### src/sac_regs.svh
// Constants of the strap and serial configuration loader
`ifndef SAC_REGS_SVH
`define SAC_REGS_SVH

`define SAC_CLK_MHZ           50
// Serial EEPROM clock half period, least time in ns
`define SAC_EE_HALF_NS        500
`define SAC_EE_HALF_CYC       ((`SAC_EE_HALF_NS * `SAC_CLK_MHZ + 999) / 1000)
`define SAC_EE_DIV_W          5
`define SAC_EE_READ_CMD       8'h03
`define SAC_EE_WORDS          8'h04
`define SAC_EE_FRAME_BITS     6'h20
// Configuration space offset of the reference clock disable bits
`define SAC_REFCLK_CFG_OFFSET 8'h98
// Upper four SMBus address bits, value arbitrary
`define SAC_SMB_ADDR_HI       4'h5

`define SAC_UPS_CODE_P0       2'h0
`define SAC_UPS_CODE_P1       2'h1
`define SAC_UPS_CODE_P2       2'h3
`define SAC_PORT0             2'h0
`define SAC_PORT1             2'h1
`define SAC_PORT2             2'h2
`define SAC_MPS_256           3'h1
`define SAC_MPS_512           3'h2

// Positions in the synchronised input vector
`define SAC_SYNC_W            14
`define SAC_IN_PL             0
`define SAC_IN_UPS_LO         1
`define SAC_IN_UPS_HI         2
`define SAC_IN_CS             3
`define SAC_IN_EEPROM_SERIAL_IN           4
`define SAC_IN_SDA            5
`define SAC_IN_SCL            6
`define SAC_IN_REQ_LO         7
`define SAC_IN_REQ_HI         9
`define SAC_IN_ADR_LO         10
`define SAC_IN_ADR_HI         12
`define SAC_IN_RST            13
`define SAC_SYNC_RESET        14'h0000

`endif

### src/sac_pkg.sv
// Types of the strap and serial configuration loader
`include "sac_regs.svh"
package sac_pkg;

  typedef enum logic [2:0] {
    INIT_HOLD,
    INIT_STRAP,
    INIT_EE_GAP,
    INIT_EE_SHIFT,
    INIT_DONE
  } sac_init_t;

  typedef enum logic [2:0] {
    I2C_IDLE,
    I2C_RX,
    I2C_RXACK,
    I2C_TX,
    I2C_TXACK
  } sac_i2c_t;

  typedef struct packed {
    logic [`SAC_SYNC_W-1:0]   s1;
    logic [`SAC_SYNC_W-1:0]   s2;
    logic [`SAC_SYNC_W-1:0]   s3;
    logic [`SAC_SYNC_W-1:0]   filt;
    sac_init_t                init;
    logic [1:0]               port;
    logic                     ups_err;
    logic                     pl;
    logic                     ee_en;
    logic                     ee_drv;
    logic [2:0]               smb_lo;
    logic [`SAC_EE_DIV_W-1:0] div;
    logic                     sck;
    logic                     cs_n;
    logic                     mosi;
    logic [5:0]               bcnt;
    logic [31:0]              sr;
    logic [7:0]               addr;
    logic [15:0]              word;
    logic [7:0]               word_addr;
    logic                     word_vld;
    sac_i2c_t                 i2c;
    logic [7:0]               ish;
    logic [3:0]               ibit;
    logic                     iaddr;
    logic                     irw;
    logic                     inack;
    logic                     sda_low;
    logic [7:0]               wdata;
    logic                     wvld;
    logic [2:0]               refclk_en;
  } sac_state_t;

endpackage

### src/sac_config.sv
// Strap sampling, EEPROM loader, reference clock gating and SMBus slave
// Behaviour
// - Low clock request enables matching reference clock
// - Config bits at 98h disable reference clocks
// - Upstream strap 00/01/11 selects port 0/1/2
// - Payload strap high advertises 512B, else 256B
// - Chip select strap low bypasses EEPROM
// - Chip select driven low for each access
// - Shift data out, sample EEPROM returning data
// - Device provides four-wire EEPROM serial clock
// - Open-drain SMBus clock and data port
// - SMBus address low bits from three pins
// - System reset initialises state, then straps sampled
// - Payload and select pins become debug outputs
`timescale 1ns/1ns
`include "sac_regs.svh"
module sac_config (
  input  wire logic        core_clk_i,
  input  wire logic        resetn_i,
  input  wire logic        system_reset_n_i,
  input  wire logic [3:1]  refclk_request_n_i,
  input  wire logic [3:1]  refclk_disable_i,
  output logic      [3:1]  refclk_enable_o,
  input  wire logic [1:0]  upstream_port_select_i,
  output logic             upstream_port_select_o,
  output logic             upstream_port_select_oe_n_o,
  input  wire logic        large_payload_strap_i,
  output logic             large_payload_strap_o,
  output logic             large_payload_strap_oe_n_o,
  output logic      [1:0]  upstream_port_o,
  output logic             upstream_strap_error_o,
  output logic      [2:0]  max_payload_cap_o,
  output logic             eeprom_enabled_o,
  output logic             init_done_o,
  output logic             eeprom_serial_clock_o,
  output logic             eeprom_serial_clock_oe_n_o,
  input  wire logic        eeprom_select_n_i,
  output logic             eeprom_select_n_o,
  output logic             eeprom_select_n_oe_n_o,
  output logic             eeprom_serial_out_o,
  input  wire logic        eeprom_serial_in_i,
  output logic      [15:0] eeprom_word_o,
  output logic      [7:0]  eeprom_word_addr_o,
  output logic             eeprom_word_valid_o,
  input  wire logic        smbus_clock_i,
  output logic             smbus_clock_o,
  output logic             smbus_clock_oe_n_o,
  input  wire logic        smbus_data_i,
  output logic             smbus_data_o,
  output logic             smbus_data_oe_n_o,
  input  wire logic [2:0]  smbus_addr_pins_i,
  output logic      [7:0]  smbus_write_data_o,
  output logic             smbus_write_valid_o
);

  sac_pkg::sac_state_t r_reg;
  sac_pkg::sac_state_t r_next;
  logic [`SAC_SYNC_W-1:0] pins;
  logic [`SAC_SYNC_W-1:0] agree;
  logic                   tick;
  logic                   scl_rise;
  logic                   scl_fall;
  logic                   start_c;
  logic                   stop_c;
  logic [7:0]             status;

  function automatic logic [1:0] port_of(input logic [1:0] code);
    unique case (code)
      `SAC_UPS_CODE_P0: port_of = `SAC_PORT0;
      `SAC_UPS_CODE_P1: port_of = `SAC_PORT1;
      `SAC_UPS_CODE_P2: port_of = `SAC_PORT2;
      // Reserved code: fall back to port 0 and flag it
      default:          port_of = `SAC_PORT0;
    endcase
  endfunction

  assign pins = {system_reset_n_i, smbus_addr_pins_i, refclk_request_n_i, smbus_clock_i, smbus_data_i,
                 eeprom_serial_in_i, eeprom_select_n_i, upstream_port_select_i, large_payload_strap_i};
  assign status = {r_reg.pl, r_reg.port, r_reg.ee_en, r_reg.ups_err, 3'h0};

  always_comb begin
    r_next = r_reg;
    r_next.s1 = pins;
    r_next.s2 = r_reg.s1;
    r_next.s3 = r_reg.s2;
    // A pin change counts only once the second and third stages agree
    agree = ~(r_reg.s2 ^ r_reg.s3);
    r_next.filt = (r_reg.filt & ~agree) | (r_reg.s3 & agree);
    r_next.word_vld = 1'b0;
    r_next.wvld = 1'b0;
    r_next.refclk_en = ~r_reg.filt[`SAC_IN_REQ_HI:`SAC_IN_REQ_LO] & ~refclk_disable_i;
    tick = (r_reg.div == '0);
    r_next.div = tick ? `SAC_EE_DIV_W'(`SAC_EE_HALF_CYC - 1) : r_reg.div - 1'b1;

    unique case (r_reg.init)
      sac_pkg::INIT_HOLD: begin
        r_next.cs_n = 1'b1;
        r_next.sck = 1'b0;
        r_next.ee_drv = 1'b0;
        if (r_reg.filt[`SAC_IN_RST]) begin
          r_next.init = sac_pkg::INIT_STRAP;
        end
      end
      sac_pkg::INIT_STRAP: begin
        // Sampled exactly once after release; later pin activity is ignored
        r_next.port = port_of(r_reg.filt[`SAC_IN_UPS_HI:`SAC_IN_UPS_LO]);
        r_next.ups_err = (r_reg.filt[`SAC_IN_UPS_HI:`SAC_IN_UPS_LO] == 2'h2);
        r_next.pl = r_reg.filt[`SAC_IN_PL];
        r_next.ee_en = r_reg.filt[`SAC_IN_CS];
        r_next.ee_drv = r_reg.filt[`SAC_IN_CS];
        r_next.smb_lo = r_reg.filt[`SAC_IN_ADR_HI:`SAC_IN_ADR_LO];
        r_next.addr = 8'h00;
        r_next.init = r_reg.filt[`SAC_IN_CS] ? sac_pkg::INIT_EE_GAP : sac_pkg::INIT_DONE;
      end
      sac_pkg::INIT_EE_GAP: begin
        if (tick) begin
          if (r_reg.addr == `SAC_EE_WORDS) begin
            r_next.init = sac_pkg::INIT_DONE;
          end else begin
            r_next.cs_n = 1'b0;
            r_next.sr = {`SAC_EE_READ_CMD, r_reg.addr, 16'h0000};
            r_next.mosi = 1'(`SAC_EE_READ_CMD >> 7);
            r_next.bcnt = 6'h00;
            r_next.init = sac_pkg::INIT_EE_SHIFT;
          end
        end
      end
      sac_pkg::INIT_EE_SHIFT: begin
        if (tick) begin
          if (!r_reg.sck) begin
            // Rising edge: the EEPROM's reply enters at the bottom
            r_next.sck = 1'b1;
            r_next.sr = {r_reg.sr[30:0], r_reg.filt[`SAC_IN_EEPROM_SERIAL_IN]};
            r_next.bcnt = r_reg.bcnt + 1'b1;
          end else begin
            r_next.sck = 1'b0;
            if (r_reg.bcnt == `SAC_EE_FRAME_BITS) begin
              r_next.word = r_reg.sr[15:0];
              r_next.word_addr = r_reg.addr;
              r_next.word_vld = 1'b1;
              r_next.cs_n = 1'b1;
              r_next.addr = r_reg.addr + 1'b1;
              r_next.init = sac_pkg::INIT_EE_GAP;
            end else begin
              // Change data on the falling edge so it is stable at the next rise
              r_next.mosi = r_reg.sr[31];
            end
          end
        end
      end
      sac_pkg::INIT_DONE: begin
        r_next.cs_n = 1'b1;
      end
      default: begin
        r_next.init = sac_pkg::INIT_HOLD;
      end
    endcase

    // SMBus slave, open-drain, clock never stretched
    scl_rise = r_next.filt[`SAC_IN_SCL] & ~r_reg.filt[`SAC_IN_SCL];
    scl_fall = ~r_next.filt[`SAC_IN_SCL] & r_reg.filt[`SAC_IN_SCL];
    start_c = r_reg.filt[`SAC_IN_SCL] & r_next.filt[`SAC_IN_SCL] & r_reg.filt[`SAC_IN_SDA]
              & ~r_next.filt[`SAC_IN_SDA];
    stop_c = r_reg.filt[`SAC_IN_SCL] & r_next.filt[`SAC_IN_SCL] & ~r_reg.filt[`SAC_IN_SDA]
             & r_next.filt[`SAC_IN_SDA];
    if (r_reg.init != sac_pkg::INIT_DONE || stop_c) begin
      r_next.i2c = sac_pkg::I2C_IDLE;
      r_next.sda_low = 1'b0;
    end else if (start_c) begin
      r_next.i2c = sac_pkg::I2C_RX;
      r_next.ibit = 4'h0;
      r_next.iaddr = 1'b1;
      r_next.sda_low = 1'b0;
    end else begin
      unique case (r_reg.i2c)
        sac_pkg::I2C_IDLE: begin
        end
        sac_pkg::I2C_RX: begin
          if (scl_rise) begin
            r_next.ish = {r_reg.ish[6:0], r_next.filt[`SAC_IN_SDA]};
            r_next.ibit = r_reg.ibit + 1'b1;
          end else if (scl_fall && r_reg.ibit == 4'h8) begin
            if (!r_reg.iaddr) begin
              r_next.wdata = r_reg.ish;
              r_next.wvld = 1'b1;
              r_next.sda_low = 1'b1;
              r_next.i2c = sac_pkg::I2C_RXACK;
            end else if (r_reg.ish[7:1] == {`SAC_SMB_ADDR_HI, r_reg.smb_lo[2:0]}) begin
              r_next.irw = r_reg.ish[0];
              r_next.sda_low = 1'b1;
              r_next.i2c = sac_pkg::I2C_RXACK;
            end else begin
              r_next.i2c = sac_pkg::I2C_IDLE;
            end
          end
        end
        sac_pkg::I2C_RXACK: begin
          if (scl_fall) begin
            r_next.ibit = 4'h0;
            r_next.iaddr = 1'b0;
            if (r_reg.iaddr && r_reg.irw) begin
              r_next.ish = status;
              r_next.sda_low = ~status[7];
              r_next.i2c = sac_pkg::I2C_TX;
            end else begin
              r_next.sda_low = 1'b0;
              r_next.i2c = sac_pkg::I2C_RX;
            end
          end
        end
        sac_pkg::I2C_TX: begin
          if (scl_fall) begin
            if (r_reg.ibit == 4'h7) begin
              r_next.sda_low = 1'b0;
              r_next.i2c = sac_pkg::I2C_TXACK;
            end else begin
              r_next.ish = {r_reg.ish[6:0], 1'b0};
              r_next.sda_low = ~r_reg.ish[6];
              r_next.ibit = r_reg.ibit + 1'b1;
            end
          end
        end
        sac_pkg::I2C_TXACK: begin
          if (scl_rise) begin
            r_next.inack = r_next.filt[`SAC_IN_SDA];
          end else if (scl_fall) begin
            r_next.ibit = 4'h0;
            r_next.ish = status;
            r_next.sda_low = ~r_reg.inack & ~status[7];
            r_next.i2c = r_reg.inack ? sac_pkg::I2C_IDLE : sac_pkg::I2C_TX;
          end
        end
        default: begin
          r_next.i2c = sac_pkg::I2C_IDLE;
        end
      endcase
    end

    // System reset pin restarts the whole start-up sequence
    if (!r_reg.filt[`SAC_IN_RST]) begin
      r_next.init = sac_pkg::INIT_HOLD;
      r_next.cs_n = 1'b1;
      r_next.sck = 1'b0;
      r_next.mosi = 1'b0;
      r_next.ee_drv = 1'b0;
    end
  end

  always_ff @(posedge core_clk_i or negedge resetn_i) begin
    if (!resetn_i) begin
      r_reg <= '0;
      r_reg.init <= sac_pkg::INIT_HOLD;
      r_reg.i2c <= sac_pkg::I2C_IDLE;
      r_reg.filt <= `SAC_SYNC_RESET;
      r_reg.cs_n <= 1'b1;
    end else begin
      r_reg <= r_next;
    end
  end

  assign refclk_enable_o = r_reg.refclk_en;
  assign upstream_port_o = r_reg.port;
  assign upstream_strap_error_o = r_reg.ups_err;
  assign max_payload_cap_o = r_reg.pl ? `SAC_MPS_512 : `SAC_MPS_256;
  assign eeprom_enabled_o = r_reg.ee_en;
  assign init_done_o = (r_reg.init == sac_pkg::INIT_DONE);
  // Pins stay released until the straps are captured, so board levels are read
  assign eeprom_serial_clock_o = r_reg.sck;
  assign eeprom_serial_clock_oe_n_o = ~r_reg.ee_drv;
  assign eeprom_select_n_o = r_reg.cs_n;
  assign eeprom_select_n_oe_n_o = ~r_reg.ee_drv;
  assign eeprom_serial_out_o = r_reg.mosi;
  assign eeprom_word_o = r_reg.word;
  assign eeprom_word_addr_o = r_reg.word_addr;
  assign eeprom_word_valid_o = r_reg.word_vld;
  assign smbus_clock_o = 1'b0;
  assign smbus_clock_oe_n_o = 1'b1;
  assign smbus_data_o = 1'b0;
  assign smbus_data_oe_n_o = ~r_reg.sda_low;
  assign smbus_write_data_o = r_reg.wdata;
  assign smbus_write_valid_o = r_reg.wvld;
  // Strap pins turn into debug outputs only once start-up is over
  assign large_payload_strap_o = (r_reg.i2c != sac_pkg::I2C_IDLE);
  assign large_payload_strap_oe_n_o = ~init_done_o;
  assign upstream_port_select_o = r_reg.irw;
  assign upstream_port_select_oe_n_o = ~init_done_o;

endmodule

### config.mk
export PLATFORM = sky130hd
export DESIGN_NAME = sac_config
export DESIGN_NICKNAME = d
export VERILOG_FILES = /design/src/sac_pkg.sv /design/src/sac_config.sv
export VERILOG_INCLUDE_DIRS = /design/src
export SDC_FILE = /design/constraint.sdc
export NUM_CORES = 1
export LEC_CHECK = 0
export BUFFER_PORTS_ARGS = -buffer_cell sky130_fd_sc_hd__buf_2
export CORE_MARGIN = 2
export CORE_UTILIZATION = 40
export DETAILED_ROUTE_END_ITERATION = 16
export GPL_ROUTABILITY_DRIVEN = 0
export PLACE_DENSITY = 0.58
export SYNTH_ARGS = -nofsm -noshare
export SYNTH_HDL_FRONTEND = slang
export SYNTH_SLANG_ARGS = --single-unit
### constraint.sdc
create_clock -name core_clk_i -period 4.1 [get_ports core_clk_i]
set_clock_uncertainty 0.05 [all_clocks]
set_input_delay 1.025 -clock core_clk_i [delete_from_list [all_inputs] [get_ports core_clk_i]]
set_output_delay 1.025 -clock core_clk_i [all_outputs]
set_load 0.1 [all_outputs]
==> out/results.tsv <==
stage	metric	value	unit
floorplanning	die_h	142	um
outcome	outcome	finished, final reports clean	
sta	fin_crit_sh	70.6	%
drt	drt-met1-wl	6940	um
setup_path	criticalPathCategory	flip-flop to output port	
yosys	synth_area_per_cell	10.5	um^2
yosys	yosys_warnings	0	
placement	hpwl	9890	um
setup_path	cp_cell_sequence	nor2_1 > nand2_1 > inv_2 > buf_2	
yosys	synth_fa_ha_area_share	3.02	%
global_route	gr-total-overflow	0	
yosys	async_flop_share	100	%
yosys	yosys.area_share.simple	16.7	%
layout	drive_above_1_share	19.5	%
global_route	grt_pass1_wl	25300	um
layout	final_cells	997	
clock_network	clkTransAtPathRegs	70	ps
yosys	syn_area	7630	um^2
yosys	synth_xor_area_share	0.803	%
floorplanning	rows	50	
drt	vias	5122	
drt	initialDrtViolationCount	345	
placement	dp.cells	965	
setup_path	cpPeakStageDelay	470	ps
floorplanning	die_area	20200	um^2
setup_path	path_buf_inv	2	
yosys	synthCells	726	
sta	maxSlewViolCount	0	
drt	top_layer_used	met4	
drt	drtAntennaViolNets	0	
yosys	synth-edff-count	0	
power	irDropWorstVdd	0.000320	V
layout	final_util	45.5	%
global_route	gr-usage-all-layers	15.6	%
setup_path	arrival	1820	ps
sta	finalHoldViolCount	0	
clock_network	clock_latency	420	ps
layout	largest_register_ffs	93	
power	p_total	4.11	mW
yosys	synth-compound-area-share	10.0	%
yosys	seq_area_frac_synth	58.4	%
clock_network	ctsRootBufferMaster	clkbuf_16	
sta	layout_setup_ws	1200	ps
global_route	grt_max_degree	101	
yosys	synthFlopType	dfrtp_1	
layout	fill_cells	1728	
clock_network	holdBufCountCts	0	
floorplanning	fp.dieW	142	um
drt	drc	0	
global_route	grt_pass1_vias	5048	
sta	setup_viol	0	
yosys	synthMuxAreaShare	3.92	%
drt	wirelength	14800	um
drt	wl_per_cell	14.8	um
sta	slew-limit-headroom	13.3	%
setup_path	cp-end-kind	output port	
min_path	hp-class	flip-flop to flip-flop	
clock_network	cts_setup_buffers	0	
layout	area.growth.synth_to_final	11.4	%
setup_path	crit_family	buffers and inverters	
power	power.density	483	nW/um^2
setup_path	required	3020	ps
layout	fin_nets	777	
setup_path	crit_fanout	8	
placement	place_ws	1240	ps
setup_path	startpoint_type	flip-flop	
yosys	ys_ff_latch	178	
yosys	synth.distinct_cells	68	
global_route	antenna_found_initial	0	
clock_network	numCtsBuffers	17	
clock_network	cts_tree	built	
floorplanning	ios	77	
clock_network	clockBufferDepth	2	
sta	tightest_slew	1280	ps
setup_path	crit_cells	4	
sta	rsz0062_at_grt	no	
drt	viasPerCell	5.14	
clock_network	h-tree-depth	4	
drt	wl_met2	6950	um
sta	post-route-min-period	2900	ps
clock_network	cts_resized	0	
setup_path	r2r_cells	7	
clock_network	clock_sinks	178	
yosys	synth_top_family_by_area	simple AND/OR/NAND/NOR gates	
min_path	whs_path_depth	0	
power	cellLeakagePower	3.98	nW
sta	finalSetupTns	0	ps
drt	met3WireLength	576	um
setup_path	slowest_stage	dfrtp_1	
floorplanning	initial_core_util	40.8	%
sta	max_freq	0.345	GHz
floorplanning	coreArea	18700	um^2
layout	n_antenna_cell	0	
placement	io_buffers	72	
run	max_cap_violations	0	
drt	first_pass_iters	7	
[kinds of logic (layout without fill, tap and decap cells)]
family          after synthesis  after routing
simple gates                269            269
buf+inv                      94            129
flops                       178            178
other cells                   2              4
mux                          27             27
xor+xnor                      7              7
compound gates              128            128
fa+ha+maj                    21             21
[per-layer routing]
layer / vias to the layer above / GRT usage [%]
met1: 2518 / 21.5
met4: 0 / 6.21
met2: 112 / 23.9
met5: - / 0
met3: 19 / 3.67
li1: 2473 / -
[report_power, final]
part | internal [mW] | switching, mW | leakage (nW)
Combinational | 0.103 | 0.455 | 1.35
Clock | 0.829 | 0.787 | 0.292
Sequential | 1.84 | 0.0874 | 2.33
[cell type report]
type	count	area, um^2	share of cell area, %
repair buffers	79	432	5.07
well taps	234	293	3.44
inverters	18	67.6	0.794
clock buffers	17	425	5.00
clock inverters	15	188	2.21
multi-input cells	456	2650	31.1
flip-flops and latches	178	4460	52.4
[synthesized netlist by cell type (all sizes together), types with 7 or more instances]
master,instances,area (um^2)
maj3,13,130
a22oi,8,60.1
mux2,23,259
nand3,20,110
ha,8,100
nor2,19,71.3
buf,53,388
nor2b,8,50.1
o31ai,7,52.6
inv,17,63.8
nor3,10,61.3
clkbuf,23,87.6
nand2,165,619
dfrtp,177,4430
o21ai,72,360
a21oi,14,70.1
[final timing paths]
kind,from,endpoint,slack [ps]
min in group asynchronous,resetn_i,async pin,650
max reg2reg,r_reg[105],r_reg[100],1230
max in group asynchronous,resetn_i,r_reg[21],2480
max,r_reg[120],init_done_o,1200
min reg2reg,r_next[151],r_next[137],300
min,r_next[151],r_next[137],300
[metrics by stage]
| stage | hold slack (ps) | area (um^2) |
|---|---|---|
| 2_1_floorplan | 281 | 7640 |
| 3_3_place_gp | 281 | 7890 |
| 3_5_place_dp | 286 | 7890 |
| 4_1_cts | 303 | 8510 |
| 5_1_grt | 310 | 8510 |
| 6_report | 300 | 8510 |
[cells in the final DEF (no fill, tap or decap), types with 13 or more instances in the layout]
cell         n
dfrtp_1    177
nand2_1    165
o21ai_0     71
buf_2       71
mux2_2      23
nor2_1      18
nand3_1     18
clkbuf_16   17
inv_1       16
a21oi_1     14
maj3_1      13
No activity file was read; power rests on OpenSTA's default activity.
